$ cat config.mk
export PLATFORM = sky130hd
export DESIGN_NAME = dtcm_manager
export DESIGN_NICKNAME = d
export VERILOG_FILES = /design/src/dtcm_pkg.sv /design/src/dtcm_manager.sv
export VERILOG_INCLUDE_DIRS = /design/src /design/src/src
export SDC_FILE = /design/constraint.sdc
export NUM_CORES = 2
export LEC_CHECK = 0
export ABC_AREA = 1
export BUFFER_PORTS_ARGS = -buffer_cell sky130_fd_sc_hd__buf_4
export CORE_MARGIN = 5
export CORE_UTILIZATION = 55
export DETAILED_ROUTE_END_ITERATION = 7
export PLACE_DENSITY = 0.74
export SYNTH_ARGS = -nofsm -noshare
export SYNTH_HDL_FRONTEND = slang
export SYNTH_SLANG_ARGS = --single-unit
$ cat constraint.sdc
create_clock -name ref_clk -period 7.35 [get_ports ref_clk]
set_input_delay 0 -clock ref_clk [delete_from_list [all_inputs] [get_ports ref_clk]]
set_output_delay 0 -clock ref_clk [all_outputs]
set_load 0.005 [all_outputs]
$ cat src/dtcm_consts.svh
`ifndef DTCM_CONSTS_SVH
`define DTCM_CONSTS_SVH

// channel count and channel roles
`define DTCM_NCH 4
`define DTCM_CH_IN 2'h0
`define DTCM_CH_OUT 2'h1
`define DTCM_CH_SUP 2'h2
`define DTCM_CH_TMP 2'h3

// register selects inside a channel page
`define DTCM_R_LO 3'h0
`define DTCM_R_HI 3'h1
`define DTCM_R_HYS 3'h2
`define DTCM_R_CFG 3'h3
`define DTCM_R_SPN 3'h4
`define DTCM_R_DLY 3'h5
`define DTCM_R_STAT 3'h6
`define DTCM_PAGE_CH 3'h0

// reset values
`define DTCM_LAMP_AMBER 2'h1
`define DTCM_HI_RST 16'hffff
`define DTCM_DEF_FMI_IN 5'h04
`define DTCM_DEF_FMI_OUT 5'h05
`define DTCM_DEF_FMI_SUP 5'h04
`define DTCM_DEF_FMI_TMP 5'h00

// failure mode identifier and occurrence count limits
`define DTCM_FMI_MAX 5'h15
`define DTCM_FMI_CE 5'h1f
`define DTCM_OC_MAX 7'h7f

// status word field positions
`define DTCM_ST_FLG 0
`define DTCM_ST_OC 16

// timing: clock in kHz, tick in ms, periodic report in ms
`define DTCM_CLK_KHZ 10000
`define DTCM_TICK_MS 1
`define DTCM_DM1_PERIOD_MS 1000

`endif

$ cat src/dtcm_pkg.sv
package dtcm_pkg;
    typedef enum logic [2:0] {
        DTCM_OT_OFF = 3'h0,
        DTCM_OT_CUR = 3'h1,
        DTCM_OT_VOLT = 3'h2,
        DTCM_OT_PWM = 3'h3,
        DTCM_OT_HOT = 3'h4
    } dtcm_otype_t;

    typedef enum logic [1:0] {
        DTCM_S_IDLE = 2'b01,
        DTCM_S_SEND = 2'b10
    } dtcm_fsm_t;

    typedef struct packed {
        dtcm_otype_t otype;
        logic [4:0] fmi;
        logic [1:0] lamp;
        logic latch;
        logic gen;
    } dtcm_cfg_t;

    typedef struct packed {
        logic [15:0] lo;
        logic [15:0] hi;
        logic [15:0] hys;
        logic [15:0] dly;
        logic [18:0] spn;
        dtcm_cfg_t cfg;
    } dtcm_chcfg_t;

    typedef struct packed {
        logic flo;
        logic fhi;
        logic hiside;
        logic qual;
        logic act;
        logic prev;
        logic dirty;
        logic [6:0] oc;
        logic [15:0] tmr;
    } dtcm_chst_t;

    typedef struct packed {
        logic [2:0] page;
        logic [1:0] ch;
        logic [2:0] sel;
    } dtcm_addr_t;

    typedef struct packed {
        dtcm_addr_t addr;
        logic [31:0] wdata;
        logic wr;
        logic rd;
    } dtcm_bus_t;

    typedef struct packed {
        logic start;
        logic [7:0] lamp;
        logic [2:0] count;
        logic multi;
    } dtcm_head_t;

    typedef struct packed {
        logic valid;
        logic last;
        logic [31:0] dtc;
    } dtcm_dtc_t;

    typedef struct packed {
        logic wr;
        logic [1:0] idx;
        logic [6:0] oc;
    } dtcm_nv_t;

    typedef struct packed {
        dtcm_chcfg_t [3:0] cfg;
        dtcm_chst_t [3:0] st;
        dtcm_fsm_t fsm;
        logic pend;
        logic [13:0] ms_cnt;
        logic [9:0] sec_cnt;
        logic [3:0] snap;
        dtcm_head_t head;
        dtcm_dtc_t dtc;
        dtcm_nv_t nv;
        logic [31:0] rdata;
        logic [3:0] act;
    } dtcm_state_t;
endpackage

$ cat src/dtcm_manager.sv
`include "dtcm_consts.svh"

//
// Function
// - current output: open circuit when |feedback - command| exceeds hysteresis setting
// - output monitoring only for proportional-current and hotshot types
// - each flag except the output's sets at threshold, clears only after value backs off by hysteresis (output: half of it)
// - per-fault enable decides if active fault yields a trouble code
// - periodic DM1 every second while any fault has messages enabled
// - more than one active code: DM1 marked as multipacket transport
// - occurrence count per linked fault kept in non-volatile storage
// - new fault counts down its delay; persists whole delay then active, count up
// - newly active code triggers an immediate extra DM1
// - condition gone: flag clears, code goes previously-active, leaves DM1
// - latch option keeps code active until a DM11 clear request
// - lamp byte from per-fault lamp select, amber by default
// - zero SPN: fault never sends a diagnostic message
// - SPN change resets that fault's occurrence count to zero
// - failure mode identifier reconfigurable, only 0 to 21 and 31 accepted
// - low-side identifier: high occurrence reports its paired high code
// - other identifiers: both occurrences report the same code
// - trouble code is four bytes: SPN, FMI, conversion bit zero, count
module dtcm_manager #(
    parameter logic [13:0] MS_CYCLES = 14'(`DTCM_TICK_MS * `DTCM_CLK_KHZ),
    parameter logic [9:0] DM1_PERIOD_MS = 10'(`DTCM_DM1_PERIOD_MS)
) (
    input wire logic ref_clk,
    input wire logic rst_n,
    input wire dtcm_pkg::dtcm_bus_t bus,
    output logic [31:0] rdata,
    input wire logic [3:0][15:0] mon,
    input wire logic [15:0] out_cmd,
    input wire logic dm11_req,
    input wire dtcm_pkg::dtcm_nv_t nv_ld,
    output dtcm_pkg::dtcm_nv_t nv_wr,
    output dtcm_pkg::dtcm_head_t dm1_head,
    output dtcm_pkg::dtcm_dtc_t dm1_dtc,
    output logic [3:0] dtc_active
);
    import dtcm_pkg::*;

    ////////////////////////////////////////////////////////////////////////////
    function automatic logic [4:0] def_fmi(input int ch);
        case (2'(ch))
            `DTCM_CH_IN: def_fmi = `DTCM_DEF_FMI_IN;
            `DTCM_CH_OUT: def_fmi = `DTCM_DEF_FMI_OUT;
            `DTCM_CH_SUP: def_fmi = `DTCM_DEF_FMI_SUP;
            default: def_fmi = `DTCM_DEF_FMI_TMP;
        endcase
    endfunction

    function automatic dtcm_state_t rst_val();
        dtcm_state_t r;
        r = '0;
        r.fsm = DTCM_S_IDLE;
        for (int i = 0; i < `DTCM_NCH; i++) begin
            r.cfg[i].hi = `DTCM_HI_RST;
            r.cfg[i].cfg.lamp = `DTCM_LAMP_AMBER;
            r.cfg[i].cfg.fmi = def_fmi(i);
            r.cfg[i].cfg.otype = DTCM_OT_CUR;
        end
        return r;
    endfunction

    // high occurrence of a two-sided fault picks the partner code
    function automatic logic [4:0] fmi_map(input logic [4:0] fmi, input logic hi);
        logic [4:0] m;
        m = fmi;
        if (hi) begin
            case (fmi)
                5'h01: m = 5'h00;
                5'h04: m = 5'h03;
                5'h05: m = 5'h06;
                5'h11: m = 5'h0f;
                5'h12: m = 5'h10;
                5'h15: m = 5'h14;
                default: m = fmi;
            endcase
        end
        return m;
    endfunction

    function automatic logic [31:0] dtc_word(input logic [18:0] spn, input logic [4:0] fmi, input logic [6:0] oc);
        return {1'b0, oc, spn[18:16], fmi, spn[15:8], spn[7:0]};
    endfunction

    function automatic logic [7:0] lamp_bits(input logic [1:0] sel);
        return 8'(8'h01 << {sel, 1'b0});
    endfunction

    function automatic logic fmi_ok(input logic [4:0] fmi);
        return (fmi <= `DTCM_FMI_MAX) || (fmi == `DTCM_FMI_CE);
    endfunction

    // high-side flag: once set, value plus hysteresis must come back to the limit
    function automatic logic flag_hi(input logic was, input logic [15:0] v, input logic [15:0] hi,
                                     input logic [15:0] hys);
        logic [16:0] back;
        logic f;
        back = {1'b0, v} + {1'b0, hys};
        if (was) begin
            f = back > {1'b0, hi};
        end else begin
            f = v > hi;
        end
        return f;
    endfunction

    // low-side flag: widened sum so a limit near full scale cannot wrap
    function automatic logic flag_lo(input logic was, input logic [15:0] v, input logic [15:0] lo,
                                     input logic [15:0] hys);
        logic [16:0] clr;
        logic f;
        clr = {1'b0, lo} + {1'b0, hys};
        if (was) begin
            f = {1'b0, v} < clr;
        end else begin
            f = v < lo;
        end
        return f;
    endfunction

    // status word: count in the upper half, live flags in the low bits
    function automatic logic [31:0] stat_word(input dtcm_chst_t s);
        logic [31:0] w;
        w = '0;
        w[`DTCM_ST_OC +: 7] = s.oc;
        w[`DTCM_ST_FLG +: 6] = {s.hiside, s.prev, s.act, s.qual, s.fhi, s.flo};
        return w;
    endfunction

    localparam dtcm_state_t RST_S = rst_val();

    ////////////////////////////////////////////////////////////////////////////
    dtcm_state_t q;
    dtcm_state_t d;
    logic tick_ms;
    logic tick_s;
    logic any_gen;
    logic new_evt;
    logic [3:0] linked;
    logic [3:0] rep;
    logic [3:0] set_dirty;
    logic [15:0] v;
    logic [16:0] diff;
    logic found;
    logic [7:0] lamp;
    logic [2:0] cnt;
    logic [3:0] rest;
    logic chsel;

    always_comb begin
        d = q;
        d.nv.wr = 1'b0;
        d.head.start = 1'b0;
        d.dtc = '0;
        d.rdata = '0;
        tick_ms = (q.ms_cnt == MS_CYCLES - 14'h1);
        d.ms_cnt = tick_ms ? 14'h0 : q.ms_cnt + 14'h1;
        tick_s = tick_ms && (q.sec_cnt == DM1_PERIOD_MS - 10'h1);
        if (tick_ms) begin
            d.sec_cnt = tick_s ? 10'h0 : q.sec_cnt + 10'h1;
        end
        any_gen = 1'b0;
        new_evt = 1'b0;
        set_dirty = '0;
        linked = '0;
        rep = '0;
        lamp = '0;
        cnt = '0;
        v = '0;
        diff = '0;
        chsel = 1'b0;
        for (int i = 0; i < `DTCM_NCH; i++) begin
            v = mon[i];
            linked[i] = q.cfg[i].cfg.gen && (q.cfg[i].spn != '0);
            any_gen = any_gen | q.cfg[i].cfg.gen;
            case (2'(i))
                `DTCM_CH_OUT: begin
                    diff = (v >= out_cmd) ? {1'b0, v - out_cmd} : {1'b0, out_cmd - v};
                    d.st[i].fhi = 1'b0;
                    if (q.cfg[i].cfg.otype == DTCM_OT_CUR || q.cfg[i].cfg.otype == DTCM_OT_HOT) begin
                        // clears at half the set level so a noisy feedback does not chatter
                        if (!q.st[i].flo) begin
                            d.st[i].flo = diff > {1'b0, q.cfg[i].hys};
                        end else begin
                            d.st[i].flo = diff > {2'b0, q.cfg[i].hys[15:1]};
                        end
                    end else begin
                        d.st[i].flo = 1'b0;
                    end
                end
                `DTCM_CH_TMP: begin
                    d.st[i].flo = 1'b0;
                    d.st[i].fhi = flag_hi(q.st[i].fhi, v, q.cfg[i].hi, q.cfg[i].hys);
                end
                default: begin
                    d.st[i].flo = flag_lo(q.st[i].flo, v, q.cfg[i].lo, q.cfg[i].hys);
                    d.st[i].fhi = flag_hi(q.st[i].fhi, v, q.cfg[i].hi, q.cfg[i].hys);
                end
            endcase
            if (!q.st[i].act) begin
                if ((q.st[i].flo || q.st[i].fhi) && linked[i]) begin
                    if (!q.st[i].qual) begin
                        d.st[i].qual = 1'b1;
                        d.st[i].tmr = q.cfg[i].dly;
                    end else if (q.st[i].tmr == '0) begin
                        d.st[i].qual = 1'b0;
                        d.st[i].act = 1'b1;
                        d.st[i].prev = 1'b0;
                        d.st[i].hiside = q.st[i].fhi;
                        if (q.st[i].oc != `DTCM_OC_MAX) begin
                            d.st[i].oc = q.st[i].oc + 7'h1;
                        end
                        set_dirty[i] = 1'b1;
                        new_evt = 1'b1;
                    end else if (tick_ms) begin
                        d.st[i].tmr = q.st[i].tmr - 16'h1;
                    end
                end else begin
                    d.st[i].qual = 1'b0;
                end
            end else if (!q.st[i].flo && !q.st[i].fhi && !q.cfg[i].cfg.latch) begin
                d.st[i].act = 1'b0;
                d.st[i].prev = 1'b1;
            end else if (q.cfg[i].cfg.latch && dm11_req) begin
                d.st[i].act = 1'b0;
                d.st[i].prev = 1'b1;
            end
            chsel = (bus.addr.page == `DTCM_PAGE_CH) && (bus.addr.ch == 2'(i));
            if (bus.wr && chsel) begin
                case (bus.addr.sel)
                    `DTCM_R_LO: d.cfg[i].lo = bus.wdata[15:0];
                    `DTCM_R_HI: d.cfg[i].hi = bus.wdata[15:0];
                    `DTCM_R_HYS: d.cfg[i].hys = bus.wdata[15:0];
                    `DTCM_R_DLY: d.cfg[i].dly = bus.wdata[15:0];
                    `DTCM_R_CFG: begin
                        d.cfg[i].cfg = dtcm_cfg_t'(bus.wdata[$bits(dtcm_cfg_t)-1:0]);
                        if (!fmi_ok(d.cfg[i].cfg.fmi)) begin
                            d.cfg[i].cfg.fmi = q.cfg[i].cfg.fmi;
                        end
                    end
                    `DTCM_R_SPN: begin
                        d.cfg[i].spn = bus.wdata[18:0];
                        if (bus.wdata[18:0] != q.cfg[i].spn) begin
                            d.st[i].oc = '0;
                            set_dirty[i] = 1'b1;
                        end
                    end
                    default: ;
                endcase
            end
            if (bus.rd && chsel) begin
                case (bus.addr.sel)
                    `DTCM_R_LO: d.rdata = {16'h0, q.cfg[i].lo};
                    `DTCM_R_HI: d.rdata = {16'h0, q.cfg[i].hi};
                    `DTCM_R_HYS: d.rdata = {16'h0, q.cfg[i].hys};
                    `DTCM_R_DLY: d.rdata = {16'h0, q.cfg[i].dly};
                    `DTCM_R_CFG: d.rdata = 32'(q.cfg[i].cfg);
                    `DTCM_R_SPN: d.rdata = {13'h0, q.cfg[i].spn};
                    `DTCM_R_STAT: d.rdata = stat_word(q.st[i]);
                    default: d.rdata = '0;
                endcase
            end
            // restore count from non-volatile storage after power-up
            if (nv_ld.wr && nv_ld.idx == 2'(i)) begin
                d.st[i].oc = nv_ld.oc;
            end
            rep[i] = q.st[i].act && linked[i];
            if (rep[i]) begin
                lamp = lamp | lamp_bits(q.cfg[i].cfg.lamp);
                cnt = cnt + 3'h1;
            end
            d.act[i] = d.st[i].act;
        end
        // one count write per cycle; a count that changes again is rewritten
        found = 1'b0;
        for (int i = 0; i < `DTCM_NCH; i++) begin
            if (q.st[i].dirty && !found) begin
                found = 1'b1;
                d.nv = '{wr: 1'b1, idx: 2'(i), oc: d.st[i].oc};
                d.st[i].dirty = 1'b0;
            end
            if (set_dirty[i]) begin
                d.st[i].dirty = 1'b1;
            end
        end
        // channel list frozen at the head so a change mid-send cannot tear it
        rest = q.snap;
        found = 1'b0;
        case (q.fsm)
            DTCM_S_IDLE: begin
                if (q.pend) begin
                    d.pend = 1'b0;
                    d.snap = rep;
                    d.head = '{start: 1'b1, lamp: lamp, count: cnt, multi: cnt > 3'h1};
                    d.fsm = DTCM_S_SEND;
                end
            end
            DTCM_S_SEND: begin
                if (q.snap == '0) begin
                    d.dtc = '{valid: 1'b1, last: 1'b1, dtc: '0};
                    d.fsm = DTCM_S_IDLE;
                end else begin
                    for (int i = 0; i < `DTCM_NCH; i++) begin
                        if (q.snap[i] && !found) begin
                            found = 1'b1;
                            rest[i] = 1'b0;
                            d.dtc.valid = 1'b1;
                            d.dtc.dtc = dtc_word(q.cfg[i].spn, fmi_map(q.cfg[i].cfg.fmi, q.st[i].hiside),
                                                 q.st[i].oc);
                        end
                    end
                    d.snap = rest;
                    d.dtc.last = (rest == '0);
                    if (rest == '0) begin
                        d.fsm = DTCM_S_IDLE;
                    end
                end
            end
            default: d.fsm = DTCM_S_IDLE;
        endcase
        // a request raised while a report starts is kept for the next one
        if (new_evt || (tick_s && any_gen)) begin
            d.pend = 1'b1;
        end
    end

    always_ff @(posedge ref_clk or negedge rst_n) begin
        if (!rst_n) begin
            q <= RST_S;
        end else begin
            q <= d;
        end
    end

    assign rdata = q.rdata;
    assign nv_wr = q.nv;
    assign dm1_head = q.head;
    assign dm1_dtc = q.dtc;
    assign dtc_active = q.act;
endmodule // dtcm_manager

==> summary.txt <==
result of the run: finished clean
Worst R2R Path Depth: 18
crit end category: register
overall die width: 282.9 um
number of vias in the routed layout: 38920
largest fanout of any net on the critical path: 4
Post-CTS Resized: 0
total iterations of the first detailed-routing run: 6
dominant cell by count in the synthesized netlist: sky130_fd_sc_hd__nand2_1
total clock buffers created by CTS: 69
maximum clock path buffer count: 3
Min Clock Period, post-route: 3.801 ns
total of buffers placed on input and output ports: 200
static leakage power: 0.02115 uW
CTS tree: yes
1st-iter DRT viols: 4726
final worst clock skew: 0.02859 ns
actual slew at the worst max-slew pin: 1.297 ns
Critical path origin: q[483]$_DFFE_PN0P_
ratio of final minimum period to clock period: 51.71%
portion of synthesized cell area occupied by the leading cell type: 32.14%
clock insertion delay at the later pin of the skew report: 0.63 ns
wire length per cell after detailed routing: 21.53 um
area of the die: 80030 um2
relative area change from synthesis to final layout: 10.13%
dominant register cell in the synthesized netlist: sky130_fd_sc_hd__dfrtp_1
core region area: 74200 um2
detailed-placement wirelength estimate: 103800 um
maximum number of pins on one net before global-route repair: 174
wire length of the first global-routing pass: 211300 um
clock edge transition at the registers on the reported setup and hold paths: 0.06 ns
CTS HTree Levels: 3
RSZ-0062 raised after global routing: false
category of the critical setup timing path: register to register
arrival time at the worst endpoint: 4.29 ns
R2R Setup Slk: 3.55 ns
final hold vios: 0
overall global routing resource usage: 34.22%
headroom to the max-slew limit: 13.44%
per-cell via count in the routed design: 5.984
final worst setup slack: 3.549 ns
remaining global-route overflow: 0
launching point of the worst reg2reg path: q[483]$_DFFE_PN0P_
distinct cell type count after synthesis: 75
number of flops mapped to enable cells by yosys: 0
critical path startpoint category: register
Root Driver: sky130_fd_sc_hd__clkbuf_16
synthesis warning total: 0
gp weighted congestion: 1.016
biggest area consumer among synthesized cells: sky130_fd_sc_hd__dfrtp_1
Synth Area per Inst: 7.574 um2
Post-Synthesis Cells: 5408
post-place setup slack: 3.902 ns
post-route antenna net violation count: 0
total chip power: 10560 uW
setup TNS after final layout: 0 ns
number of filler cells placed in the layout: 6726
Placement Rows: 100
wire length after detailed routing: 140000 um
post-layout net count: 5931
reg-to-reg endpoint: q[213]$_DFF_PN0_
proportion of synthesized flip-flops having asynchronous set or reset: 100.0%
Sinks on Clock Net: 603
path category of the worst min-delay check: primary input to async pin
Slew Limit Fails: 0
DRC violation count after routing: 0
Chip Height: 282.9 um
vias in the first global route: 36320
register area share after synthesis: 37.08%
Setup Viol. Count Final: 0
initial antenna violation count: 10
Maximum Capacitance Violations: 0
highest clock frequency the design can meet: 263.1 MHz
data required time of the critical path: 7.84 ns
VDD IR max: 0.1726 mV
starting utilization of the core area: 55.20%
PwrDens: 234.2 nW/um2
top cells by area in the synthesized netlist: sky130_fd_sc_hd__dfrtp_1 (32%), sky130_fd_sc_hd__nand2_1 (12%), sky130_fd_sc_hd__ha_1 (9.5%), sky130_fd_sc_hd__o21ai_0 (8.1%), sky130_fd_sc_hd__inv_1 (5.7%)
fraction of final layout cells with drive strength greater than 1: 9.599%
number of synthesized register bits: 603
Commonest cells post-synth: sky130_fd_sc_hd__nand2_1 (1316), sky130_fd_sc_hd__o21ai_0 (659), sky130_fd_sc_hd__inv_1 (622), sky130_fd_sc_hd__dfrtp_1 (526), sky130_fd_sc_hd__nor2_1 (321)
Final Util: 60.79%
Boundary Pins: 228
Cells after DPL: 6323
number of cells in the finished layout apart from fillers: 6504
cell area after synthesis: 40960 um2
[cell type report]
class | count | area (um2) | area share [%]
clock buffer | 106 | 2019 | 4.477
timing repair buffer | 280 | 2265 | 5.021
antenna | 3 | 7.507 | 0.01664
inverter | 649 | 2444 | 5.417
tap | 969 | 1212 | 2.688
multi-input combinational | 3874 | 21740 | 48.21
sequential | 603 | 15190 | 33.67
clock inverter | 20 | 227.7 | 0.5049
[logic make-up after synthesis]
group / Yosys count / share of synthesized area (%)
adder cells (fa/ha/maj): 319 / 9.873
flip-flops: 603 / 37.08
AND/OR/NAND/NOR: 2077 / 21.39
buffers and inverters: 944 / 9.971
XOR/XNOR: 140 / 2.994
multiplexers: 1 / 0.02444
other: 1 / 0.009156
AO/OA/AOI/OAI: 1323 / 18.66
[metal layers]
layer / vias to the layer above / GRT usage (%) / share of wire (%)
met5: - / 0 / 0.041
met3: 471 / 9.148 / 11
met2: 2092 / 52.86 / 44
met4: 8 / 19.48 / 6.7
met1: 18200 / 43.69 / 38
li1: 18150 / - / -
[cell usage in the layout, fill, tap and decap left out, types with 19 or more instances in the layout]
cell type | synthesis | routed
sky130_fd_sc_hd__dfrtp_1 | 526 | 526
sky130_fd_sc_hd__dlygate4sd3_1 | 0 | 52
sky130_fd_sc_hd__o22ai_1 | 50 | 50
sky130_fd_sc_hd__nand3_1 | 192 | 192
sky130_fd_sc_hd__xnor2_1 | 40 | 40
sky130_fd_sc_hd__inv_1 | 622 | 622
sky130_fd_sc_hd__o211ai_1 | 45 | 45
sky130_fd_sc_hd__o2111ai_1 | 30 | 30
sky130_fd_sc_hd__a221oi_1 | 30 | 30
sky130_fd_sc_hd__o21ai_0 | 659 | 659
sky130_fd_sc_hd__nand2_1 | 1316 | 1316
sky130_fd_sc_hd__clkbuf_16 | 0 | 72
sky130_fd_sc_hd__clkbuf_1 | 123 | 25
sky130_fd_sc_hd__buf_4 | 110 | 225
sky130_fd_sc_hd__o21ai_1 | 29 | 29
sky130_fd_sc_hd__xor2_1 | 100 | 100
sky130_fd_sc_hd__nor2_2 | 29 | 31
sky130_fd_sc_hd__dfstp_2 | 77 | 77
sky130_fd_sc_hd__ha_1 | 312 | 312
sky130_fd_sc_hd__a31oi_1 | 19 | 19
sky130_fd_sc_hd__nor2_1 | 321 | 319
sky130_fd_sc_hd__o221ai_1 | 49 | 49
sky130_fd_sc_hd__a21oi_1 | 294 | 294
sky130_fd_sc_hd__nor3_1 | 57 | 57
sky130_fd_sc_hd__nand4_1 | 82 | 82
[critical path, cell delays in order (launching register included)]
cell and delay [ns]:
sky130_fd_sc_hd__dfrtp_1 0.44, sky130_fd_sc_hd__ha_1 0.38, sky130_fd_sc_hd__a21oi_1 0.16, sky130_fd_sc_hd__nand2_1 0.11, sky130_fd_sc_hd__a21oi_1 0.23, sky130_fd_sc_hd__o21ai_0 0.23
sky130_fd_sc_hd__a21oi_1 0.28, sky130_fd_sc_hd__nor2_1 0.06, sky130_fd_sc_hd__o21ai_0 0.23, sky130_fd_sc_hd__nand2_1 0.08, sky130_fd_sc_hd__nand2_1 0.06, sky130_fd_sc_hd__nand2_1 0.05
sky130_fd_sc_hd__ha_1 0.27, sky130_fd_sc_hd__nand3_1 0.10, sky130_fd_sc_hd__nor2_1 0.17, sky130_fd_sc_hd__nand4_1 0.11, sky130_fd_sc_hd__nand4_1 0.11, sky130_fd_sc_hd__nand2_1 0.06
sky130_fd_sc_hd__dlygate4sd3_1 0.56
[worst max path at each step]
stage	to	slack (ns)	depth (start not counted)
6_report	q[213]$_DFF_PN0_	3.55	18
5_1_grt	q[213]$_DFF_PN0_	3.18	18
4_1_cts	q[213]$_DFF_PN0_	3.57	18
3_5_place_dp	q[183]$_DFF_PN0_	3.90	29
3_3_place_gp	q[183]$_DFF_PN0_	3.93	26
2_1_floorplan	q[212]$_DFF_PN0_	4.39	19
[flip-flops by register name, summed over array words and instances (netlist names)]
signal	count
dtc_active	4
rdata	23
q	524
nv_wr	10
dm1_head	9
dm1_dtc	33
[repair_timing]
item | 4_1_cts | 5_1_grt
setup buffers | 0 | 0
endpoints found under the hold margin | 236 | 0
hold buffers | 52 | 0
setup endpoints to repair | 0 | 0
[per-stage QoR]
stage	hold slack [ns]	area [um2]
global placement	0.09213	42330
floorplan	-0.2956	41010
global route	0.05862	45100
detailed placement	0.09768	42330
CTS	0.0008539	45100
finish	0.008273	45110
[where the power goes]
group          internal (uW)  switching (uW)  total, uW
combinational            997            2000       3000
sequential              3690             379       4070
clock                   2040            1450       3490
Note: power is estimated with default switching activity, not from simulation.
